`src/common/poll_pkg.sv`:
```
package poll_pkg;
	// ============================================================
	// data bus and status bit positions
	localparam int DATA_W = 16;
	localparam int ADDR_W = 23;
	localparam int POLL_BIT = 7;
	localparam int TOGGLE_BIT = 6;
	localparam int TIMEOUT_BIT = 5;
	localparam int SECT_TOGGLE_BIT = 2;
	// ============================================================
	// bus timing
	localparam int CLK_PERIOD_NS = 5;
	localparam int READ_ACCESS_NS = 70;
	localparam int READ_CYCLES = (READ_ACCESS_NS + CLK_PERIOD_NS - 1)
		/ CLK_PERIOD_NS;
	localparam int STROBE_HIGH_NS = 20;
	localparam int STROBE_HIGH_CYCLES = (STROBE_HIGH_NS + CLK_PERIOD_NS - 1)
		/ CLK_PERIOD_NS;
	localparam logic [7:0] CNT_RESET = 8'h00;
	localparam logic [15:0] RESET_CMD = 16'h00F0;
	// ============================================================
	// checking method and result
	typedef enum logic {METHOD_TOGGLE, METHOD_POLL} method_t;
	typedef enum logic [1:0] {
		RES_NONE, RES_DONE, RES_FAIL
	} result_t;
	typedef enum {
		ST_IDLE, ST_READ, ST_GAP, ST_EVAL, ST_RESET_WR, ST_FINISH
	} state_t;
endpackage

```
`src/hdl/flash_op_status_polling.sv`:
```
`timescale 1ns/1ps
// How it works
// polling status valid after last write strobe of the command
// program status bit reads inverse of programmed bit 7
// byte mode polling uses inverse of last loaded byte's bit 7
// programmed bit returns at end; host polls the programmed address
// protected program: polling active briefly, then array reads
// erase polls 0; reads 1 when done or erase suspended
// host polls an address inside a sector chosen for erase
// all-protected erase: polling briefly active, then array reads
// bit 7 may settle first; host trusts word only on later read
// timeout flag set: host rereads polling bit before deciding
// global toggle bit inverts every read while operation runs
// toggle bit valid before operation and during erase time-out
// all-protected erase: toggle briefly, then array reads
// protected program: toggle briefly, then array reads
// erase suspend stops the global toggle bit
// erase-suspend-program toggles until program completes
// sector toggle bit toggles within chosen erase sectors
// host reads status twice, compares toggle; equal means done
// toggling with timeout: recheck; still toggling means fail, reset
// polling read data used only for status decisions
// abandoned check restarts from the first step
// timeout flag high means operation did not complete
// idle device returns array contents, not status
module flash_op_status_polling
	import poll_pkg::*;
(
	// clock and reset
	input wire logic core_clk,
	input wire logic reset,
	// user side
	input wire logic start,
	input wire logic abort,
	input wire method_t method,
	input wire logic [ADDR_W-1:0] poll_addr,
	input wire logic [7:0] expect_data,
	input wire logic is_erase,
	output logic busy,
	output logic done,
	output result_t result,
	output logic [DATA_W-1:0] last_status,
	// flash pins
	output logic [ADDR_W-1:0] flash_addr,
	output logic chip_sel_n,
	output logic out_strobe_n,
	output logic write_strobe_n,
	input wire logic [DATA_W-1:0] flash_dq_in,
	output logic [DATA_W-1:0] flash_dq_out,
	output logic flash_dq_oe
);
	// ============================================================
	// pin synchroniser
	logic [DATA_W-1:0] dq_meta_r;
	logic [DATA_W-1:0] dq_sync_r;
	always_ff @(posedge core_clk) begin
		dq_meta_r <= flash_dq_in;
		dq_sync_r <= dq_meta_r;
	end

	// ============================================================
	// sequencer
	state_t state_r;
	logic [7:0] cnt_r;
	logic [DATA_W-1:0] prev_r;
	logic have_prev_r;
	logic recheck_r;
	method_t method_r;
	logic is_erase_r;
	logic [7:0] expect_r;
	logic [ADDR_W-1:0] addr_r;
	logic [DATA_W-1:0] cur;
	logic toggled;
	logic poll_match;
	assign cur = dq_sync_r;
	assign toggled = cur[TOGGLE_BIT] != prev_r[TOGGLE_BIT];
	// erase polling ends at 1; program ends at true bit 7
	assign poll_match = is_erase_r ? cur[POLL_BIT] :
		(cur[POLL_BIT] == expect_r[POLL_BIT]);

	always_ff @(posedge core_clk) begin
		if (reset) begin
			state_r <= ST_IDLE;
			cnt_r <= CNT_RESET;
			prev_r <= '0;
			have_prev_r <= 1'b0;
			recheck_r <= 1'b0;
			method_r <= METHOD_TOGGLE;
			is_erase_r <= 1'b0;
			expect_r <= 8'h00;
			addr_r <= '0;
			result <= RES_NONE;
			done <= 1'b0;
			last_status <= '0;
		end else begin
			done <= 1'b0;
			case (state_r)
			ST_IDLE: begin
				if (start) begin
					// a new start always begins from the first read
					have_prev_r <= 1'b0;
					recheck_r <= 1'b0;
					method_r <= method;
					is_erase_r <= is_erase;
					expect_r <= expect_data;
					// address must be the programmed word or an erase sector
					addr_r <= poll_addr;
					result <= RES_NONE;
					cnt_r <= CNT_RESET;
					state_r <= ST_READ;
				end
			end
			ST_READ: begin
				if (abort) begin
					state_r <= ST_IDLE;
				end else if (cnt_r == 8'(READ_CYCLES + 2)) begin
					// extra two cycles cover the synchroniser
					cnt_r <= CNT_RESET;
					state_r <= ST_EVAL;
				end else begin
					cnt_r <= cnt_r + 8'h01;
				end
			end
			ST_EVAL: begin
				last_status <= cur;
				prev_r <= cur;
				have_prev_r <= 1'b1;
				state_r <= ST_GAP;
				if (method_r == METHOD_POLL) begin
					if (poll_match) begin
						// bit 7 may lead the rest; finish reads once more
						state_r <= recheck_r ? ST_FINISH : ST_GAP;
						recheck_r <= 1'b1;
						if (recheck_r) begin
							result <= RES_DONE;
						end
					end else if (cur[TIMEOUT_BIT]) begin
						// timeout seen: one more poll read decides
						if (recheck_r) begin
							state_r <= ST_RESET_WR;
						end
						recheck_r <= 1'b1;
					end else begin
						recheck_r <= 1'b0;
					end
				end else if (have_prev_r) begin
					if (!toggled) begin
						result <= RES_DONE;
						state_r <= ST_FINISH;
					end else if (cur[TIMEOUT_BIT]) begin
						if (recheck_r) begin
							state_r <= ST_RESET_WR;
						end
						recheck_r <= 1'b1;
					end
				end
			end
			ST_GAP: begin
				if (abort) begin
					state_r <= ST_IDLE;
				end else if (cnt_r == 8'(STROBE_HIGH_CYCLES)) begin
					cnt_r <= CNT_RESET;
					state_r <= ST_READ;
				end else begin
					cnt_r <= cnt_r + 8'h01;
				end
			end
			ST_RESET_WR: begin
				if (cnt_r == 8'(READ_CYCLES)) begin
					cnt_r <= CNT_RESET;
					result <= RES_FAIL;
					state_r <= ST_FINISH;
				end else begin
					cnt_r <= cnt_r + 8'h01;
				end
			end
			ST_FINISH: begin
				// status word only goes to user as status
				done <= 1'b1;
				state_r <= ST_IDLE;
			end
			default: state_r <= ST_IDLE;
			endcase
		end
	end

	// ============================================================
	// pin drive; strobes held high outside reads and the reset command write
	assign busy = (state_r != ST_IDLE);
	assign flash_addr = addr_r;
	assign chip_sel_n = !(state_r == ST_READ || state_r == ST_RESET_WR);
	assign out_strobe_n = !(state_r == ST_READ);
	assign write_strobe_n = !(state_r == ST_RESET_WR &&
		cnt_r < 8'(READ_CYCLES));
	assign flash_dq_out = RESET_CMD;
	assign flash_dq_oe = (state_r == ST_RESET_WR);
endmodule // flash_op_status_polling

```
`config.mk`:
```
export PLATFORM = sky130hd
export DESIGN_NAME = flash_op_status_polling
export DESIGN_NICKNAME = d
export VERILOG_FILES = /design/src/common/poll_pkg.sv /design/src/hdl/flash_op_status_polling.sv
export SDC_FILE = /design/constraint.sdc
export NUM_CORES = 1
export LEC_CHECK = 0
export BUFFER_PORTS_ARGS = -buffer_cell sky130_fd_sc_hd__buf_2
export CAP_MARGIN = 20
export CORE_MARGIN = 2
export CORE_UTILIZATION = 52
export DETAILED_ROUTE_END_ITERATION = 6
export PLACE_DENSITY = 0.92
export SYNTH_ARGS = -nofsm -noshare
export SYNTH_HDL_FRONTEND = slang
export SYNTH_SLANG_ARGS = --single-unit
```
`constraint.sdc`:
```
create_clock -name core_clk -period 3.4 [get_ports core_clk]
set_input_delay 0.68 -clock core_clk [delete_from_list [all_inputs] [get_ports core_clk]]
set_output_delay 0.68 -clock core_clk [all_outputs]
set_load 0.01 [all_outputs]
```
== Word level (Yosys, flattened, before mapping) ==
Cells that the tools add are included.

* Flip-flop bits (word level): 126
* Bits of input ports: 53
* Output and inout port bits: 63
* Logic and storage cells: 95

* Add/sub/neg operators: 1
* Magnitude comparators: 1
* Eq/ne operators: 24
* Multiplexer cells: 40
* Reduce and logical (&&, ||, !) cells: 16

{| class="wikitable"
|+ Operators by type and width
! kind !! count
|-
| $mux W32 || 11
|-
| $pmux W32 S5 || 1
|-
| $eq A32 B2 Y1 const B || 3
|-
| $eq A32 B3 Y1 const B || 2
|-
| $mux W8 || 6
|-
| $eq A32 B1 Y1 const B || 1
|-
| $eq A32 B4 Y1 const B || 1
|-
| $logic_not A32 Y1 || 1
|-
| $pmux W8 S4 || 1
|-
| $reduce_bool A32 Y1 || 1
|-
| $ne A3 B3 Y1 const B || 8
|-
| $mux W2 || 7
|-
| $mux W1 || 9
|-
| $add A8 B1 Y8 const B || 1
|-
| $eq A8 B3 Y1 const B || 1
|-
| $eq A8 B4 Y1 const B || 1
|-
| $eq A8 B5 Y1 const B || 1
|-
| $lt A8 B4 Y1 const B || 1
|-
| $ne A2 B2 Y1 const B || 4
|-
| $reduce_and A4 Y1 || 2
|-
| $reduce_and A7 Y1 || 1
|-
| $mux W3 || 2
|-
| $pmux W2 S3 || 1
|-
| $reduce_and A5 Y1 || 1
|-
| 10 further kinds || 14
|}

== Logic depth before layout (Yosys ltp) ==
Gate-level depths: netlist of run 1.

* Depth after elaboration: 6
* Mapped depth: 7
* Gate-level depth less buffers: 6

== Worst setup path after synthesis of run 1 ==
OpenSTA, ideal clock, no wires.

* Path type: register to output
* Start: register state_r[0]
* End: output port write_strobe_n
* Arrival: 1.042 ns
* Data required time: 2.720 ns
* Setup slack: 1.678 ns
* Stages on the path, launching flop included: 5
* Path buffers: 1
* Path through: dfxtp_1 -> buf_4 -> or3b_4 -> a21oi_1 -> nand2_1

* Longest elaborated chain between the ends: 3

{| class="wikitable"
|+ Ends and longest elaborated chain
! item !! line !! RTL
|-
| start: declaration || flash_op_status_polling.sv:63 || <nowiki>state_t state_r;</nowiki>
|-
| start signal: assignment || flash_op_status_polling.sv:132 || <nowiki>state_r <= recheck_r ? ST_FINISH : ST_GAP;</nowiki>
|-
| $eq A32 B4 Y1 || flash_op_status_polling.sv:193 || <nowiki>assign write_strobe_n = !(state_r == ST_RESET_WR &&</nowiki>
|-
| $logic_and A1 B1 Y1 || flash_op_status_polling.sv:193 ||
|-
| $logic_not A1 Y1 || flash_op_status_polling.sv:193 ||
|-
| end: declaration || flash_op_status_polling.sv:47 || <nowiki>output logic write_strobe_n,</nowiki>
|}

No other way between the ends.

== Worst setup path in the final report of run 1 ==
* Start: register state_r[2]
* End: output port write_strobe_n

The elaborated chain is that of the path after synthesis.

==> results of run 1 <==
[through the flow]
stage	cell area, um^2	setup WS (ns)	util [%]	power [mW]	hold WS (ns)
6_report	3820	1.01	64.1	1.90	0.327
4_1_cts	3810	1.01	63.9	1.92	0.328
2_1_floorplan	3280	1.68	-	1.25	0.310
3_3_place_gp	3640	1.26	61.1	1.29	0.310
3_5_place_dp	3640	1.24	61.1	1.29	0.312
5_1_grt	3820	0.940	64.1	1.99	0.339
[kinds of logic after synthesis]
logic type / Yosys count / share of synthesized area, %
XOR/XNOR: 3 / 0.814
buffers and inverters: 44 / 7.44
other: 2 / 0.233
AND/OR/NAND/NOR: 137 / 18.9
AO/OA/AOI/OAI: 81 / 15.0
multiplexers: 2 / 0.659
adder cells (fa/ha/maj): 3 / 1.16
flip-flops: 90 / 55.8
[flip-flops by register name, indices dropped and copies added, names as in the netlist]
signal and count:
cnt_r 8, expect_r 1, flash_addr 23, is_erase_r 1, have_prev_r 1, dq_meta_r 16, prev_r 16, recheck_r 1
result 2, done 1, state_r 3, method_r 1, cur 16
[per-layer routing]
| metal | wire [um] | share of wire (%) | vias to the layer above | GRT usage, % |
|---|---|---|---|---|
| li1 | - | - | 1351 | - |
| met1 | 2780 | 44 | 1226 | 21.5 |
| met2 | 3020 | 48 | 91 | 31.9 |
| met3 | 461 | 7.3 | 10 | 5.30 |
| met4 | 96 | 1.5 | 0 | 9.34 |
| met5 | 0 | 0 | - | 0 |
[worst max-delay path, cell delays in order (launching register included)]
cell and delay [ns]:
dfxtp_1 0.54, or3b_4 0.46, a21oi_1 0.13, nand2_1 0.06, buf_2 0.17
[area by class of cell]
class	instances	area, um^2	share of cell area (%)
Clock inverter	5	40.0	1.05
Timing Repair Buffer	95	487	12.7
Multi-Input combinational cell	242	1240	32.4
Sequential cell	90	1800	47.2
Inverter	8	30.0	0.786
Tap cell	75	93.8	2.46
Clock buffer	10	128	3.34
[power groups by stage]
stage,Combinational [mW],Clock (mW),Sequential (mW)
global placement,0.149,0,1.14
CTS,0.153,0.650,1.12
finish,0.155,0.630,1.12
floorplan,0.104,0,1.14
global route,0.175,0.695,1.12
detailed placement,0.153,0,1.14
[placed cells by master, fill, tap and decap left out, types with 5 or more instances in the layout]
| cell | n |
|---|---|
| dfxtp_1 | 90 |
| nor2_1 | 13 |
| o21ai_0 | 8 |
| clkbuf_8 | 9 |
| conb_1 | 16 |
| inv_1 | 8 |
| nand2_1 | 91 |
| or3_1 | 5 |
| a21oi_1 | 52 |
| buf_2 | 92 |
[path summary, 6_finish.rpt]
path	cells past startpoint	slack, ns	to	startpoint
setup / recovery	4	1.01	write_strobe_n	state_r[2]$_SDFFE_PP0P_
hold / removal	0	0.33	cur[3]$_DFF_P_	dq_meta_r[3]$_DFF_P_
setup reg to reg	4	1.38	result[1]$_SDFFE_PP0P_	cnt_r[4]$_SDFFE_PP0P_
hold reg to reg	0	0.33	cur[3]$_DFF_P_	dq_meta_r[3]$_DFF_P_
==> metrics.yaml, run 1 <==
clock_network:
  numClockSinks: 90
  clk_latency_ns: 0.35
  path_clk_slew_ns: 0.09
  holdBufCountCts: 0
  cts-buffers-inserted: 9
  cts.htree.levels: 3
  clock-root-buffer: "clkbuf_8"
  tritoncts: "yes"
  cts_max_path_buffers: 2
  post_cts_buffers: 0
  ctsResizeCount: 0
timing:
  fin_skew_ns: 0.0107
  slew_violations: 0
  rsz0062_at_grt: "no"
  fin_crit_sh_pct: 70.2
  hold_viol: 0
  period_needed_ns: 2.39
  relSlewSlack_pct: 39.5
  timing.fmax_mhz: 419
  tightest_slew_ns: 0.908
  fin_setup_tns_ns: 0
  setup_viol: 0
power_and_ir_drop:
  p_sw_share_pct: 25.0
  leakage_nw: 1.66
  clkPwrFrac_pct: 33.1
  p_sw_uw: 476
  power_density_nw_per_um2: 498
  power_frac_comb_pct: 8.2
  ir_drop_mv: 0.386
  power.share.sequential_pct: 58.7
  p_int_mw: 1.43
detailed_routing:
  vias: 2678
  ant_nets: 0
  drt-initial-drc-count: 162
  drt-total-wl_um: 6360
  vias_per_cell: 5.10
  drtPass1Iterations: 4
  drc_errors: 0
  wl_per_cell_um: 12.1
critical_path:
  cp.arrival_ns: 1.71
  cp.required_ns: 2.72
  crit_fanout: 12
  start_kind: "register"
  criticalPathCategory: "register to output port"
  cp-end-kind: "output port"
floorplan:
  rows: 28
  initial_utilization_pct: 54.2
  die_h_um: 82.8
  core-area_um2: 5960
  die_w_um: 82.8
  die_area_um2: 6850
  io_pins: 116
logic_synthesis:
  synthTopCellsByCount: "nand2_1, dfxtp_1, a21oi_1"
  ys_seq_area_share_pct: 55.8
  yosys-top-cells-area: "dfxtp_1, nand2_1, a21oi_1, buf_4, nor2_1"
  synth_most_common_cell: "nand2_1"
  syn-cell-area_um2: 3230
  synth_ff_type: "dfxtp_1"
  ys_seq_elements: 90
  synth_edf_count: 0
  yosysTopAreaCellShare_pct: 55.8
  yosys.area.top_type: "dfxtp_1"
  synth_cell_types: 54
  avgSynthCellArea_um2: 8.92
  async_reset_ff_share_pct: 0
  yosysWarnings: 0
  synthesis.instances: 362
finish:
  final_cells: 525
  diodes: 0
  fillCellCount: 523
  area_delta_synth_final_pct: 18.3
  nets: 502
  layout-drive-gt1-share_pct: 25.1
global_routing:
  grt_max_degree: 53
  antenna_found_initial: 0
  grtUsageTotal_pct: 18.7
  grt_pass1_wl_um: 9800
  grt_pass1_vias: 2313
  grt_overflow_total: 0
placement:
  dp_hpwl_um: 4370
  numPortBuffers: 92
  gp_congestion: 0.829
  dp.cells: 509
hold_path:
  min-delay-path-class: "register to register"
flow_run:
  cap_violations: 0
outcome:
  status: "complete, no violations"
Power figures use the tool's default switching activity.
==> inputs of run 2 (changes only) <==
CORE_UTILIZATION = 49   (was 52)
PLACE_DENSITY = 0.88   (was 0.92)
clock period = 2.5 ns   (was 3.4 ns; I/O delays follow)
==> run 2 against run 1 <==
Clock skew about the same. Hold slack worse by 0.084 ns. Final cell count up 1.1%. Final area up 2.2%. Die area up 5.8%. Critical endpoint unchanged. Sequential share of layout area down 1.0 points. Critical path depth unchanged. Largest cell class unchanged.
==> metrics.yaml, run 2 (same netlist as run 1, synthesis figures left out) <==
outcome:
  status: "complete, no violations"
clock_network:
  path_clk_slew_ns: 0.10  # about the same
  clk_latency_ns: 0.35  # about the same
  tritoncts: "yes"
  numClockSinks: 90  # unchanged
  post_cts_buffers: 0  # unchanged
  ctsResizeCount: 0  # unchanged
  cts-buffers-inserted: 9  # unchanged
  cts_max_path_buffers: 2  # unchanged
  clock-root-buffer: "clkbuf_8"
  holdBufCountCts: 0  # unchanged
  cts.htree.levels: 3  # unchanged
timing:
  slew_violations: 0  # unchanged
  fin_crit_sh_pct: 86.9
  layout_setup_ws_ns: 0.328  # -0.685 ns
  timing.fmax_mhz: 460
  holdWs_ns: 0.243  # -0.0843 ns
  fin_skew_ns: 0.0103  # -0.000349 ns
  setup_viol: 0  # unchanged
  period_needed_ns: 2.17
  hold_viol: 0  # unchanged
  fin_setup_tns_ns: 0  # unchanged
  rsz0062_at_grt: "no"
placement:
  dp_slack_ns: 0.606  # -0.635 ns
  placed_cell_area_um2: 3670  # +0.89%
  dp_hpwl_um: 4620  # +5.8%
  dp.cells: 515  # +1.2%
  gp_congestion: 0.823  # -0.70%
  numPortBuffers: 92  # unchanged
finish:
  layout_common_cells: "buf_2, nand2_1, dfxtp_1, a21oi_1, conb_1"
  largest_reg_flops: 23  # unchanged
  fillCellCount: 561  # +7.3%
  layout-drive-gt1-share_pct: 26.0  # +0.88 points
  area_delta_synth_final_pct: 20.9
  diodes: 0  # unchanged
  fin_util_pct: 61.5  # -2.6 points
  final_area_um2: 3900  # +2.2%
  final_cells: 531  # +1.1%
  nets: 505  # +0.60%
  final_common_cell: "buf_2"
global_routing:
  grtUsageTotal_pct: 18.0  # -0.79 points
  grt_pass1_vias: 2422  # +4.7%
  grt_pass1_wl_um: 10500  # +6.7%
  antenna_found_initial: 0  # unchanged
  grt_max_degree: 31  # -42%
  grt_overflow_total: 0  # unchanged
power_and_ir_drop:
  ir_drop_mv: 0.508  # +32%
  power_mw: 2.86  # +50%
  leakage_nw: 1.72  # +3.1%
  power_density_nw_per_um2: 732  # +47%
detailed_routing:
  vias_per_cell: 5.02  # -1.7%
  wl_per_cell_um: 12.2  # +1.0%
  drc_errors: 0  # unchanged
  drt-initial-drc-count: 114  # -30%
  vias: 2663  # -0.56%
  drt-total-wl_um: 6500  # +2.2%
  ant_nets: 0  # unchanged
  drtPass1Iterations: 4  # unchanged
critical_path:
  crit_fanout: 12  # unchanged
  criticalPathCategory: "register to output port"
  r2r_end: "result[1]$_SDFFE_PP0P_"
  cp.arrival_ns: 1.67  # -0.04 ns
  start_kind: "register"
  r2r_start: "cnt_r[0]$_SDFFE_PP0P_"
  startpoint: "state_r[2]$_SDFFE_PP0P_"
  r2r_setup_slack_ns: 0.63  # -0.75 ns
  slowest_stage: "dfxtp_1"
  path_cells: "or3b_4 > a21oi_1 > nand2_1 > buf_2"
  worst_path_largest_cell_delay_ns: 0.54  # about the same
  worstRegToRegCells: 6  # +2
  cp-end-kind: "output port"
  cp.required_ns: 2.00  # -0.72 ns
hold_path:
  hold_end: "dq_meta_r[15]$_DFF_P_"
  min_from: "flash_dq_in[15]"
  holdPathStages: 1  # +1
  min-delay-path-class: "primary input to register"
floorplan:
  initial_utilization_pct: 50.8  # -3.4 points
  io_pins: 116  # unchanged
  die_h_um: 85.2  # +2.9%
  die_area_um2: 7250  # +5.8%
  die_w_um: 85.2  # +2.9%
  core-area_um2: 6350  # +6.6%
  rows: 29  # +3.6%
flow_run:
  cap_violations: 0  # unchanged
[run 2: worst max-delay path by stage]
stage / endpoint / slack (ns) / depth (start not counted)
after floorplan: result[1]$_SDFFE_PP0P_ / 0.82 / 4
after global placement: cnt_r[7]$_SDFFE_PP0P_ / 0.64 / 4
after detailed placement: cnt_r[7]$_SDFFE_PP0P_ / 0.61 / 4
after CTS: write_strobe_n / 0.33 / 4
after global routing: write_strobe_n / 0.25 / 4
final: write_strobe_n / 0.33 / 4
[run 2: layout make-up]
cell class / instances / area [um^2] / share of cell area (%)
repair buffers: 98 / 505 / 12.9
inverters: 8 / 30.0 / 0.769
clock inverters: 7 / 108 / 2.76
well taps: 77 / 96.3 / 2.47
flip-flops and latches: 90 / 1800 / 46.2
multi-input cells: 242 / 1240 / 31.7
clock buffers: 9 / 124 / 3.17
[run 2: power by group]
part / switching (mW) / internal (mW) / leakage, nW
Combinational: 0.124 / 0.0872 / 0.859
Sequential: 0.0281 / 1.49 / 0.742
Clock: 0.543 / 0.584 / 0.114
[run 2: critical path: cells and delay by family (launching register included)]
kind | cells | cell delay, ns
buffers and inverters | 1 | 0.13
AND/OR/NAND/NOR | 2 | 0.53
flip-flops | 1 | 0.54
AO/OA/AOI/OAI | 1 | 0.13
[run 2: layer usage]
layer	wire length (um)	GRT usage, %
met2	3210	31.3
met1	2800	21.1
met4	67	6.20
met3	420	5.06
met5	0	0
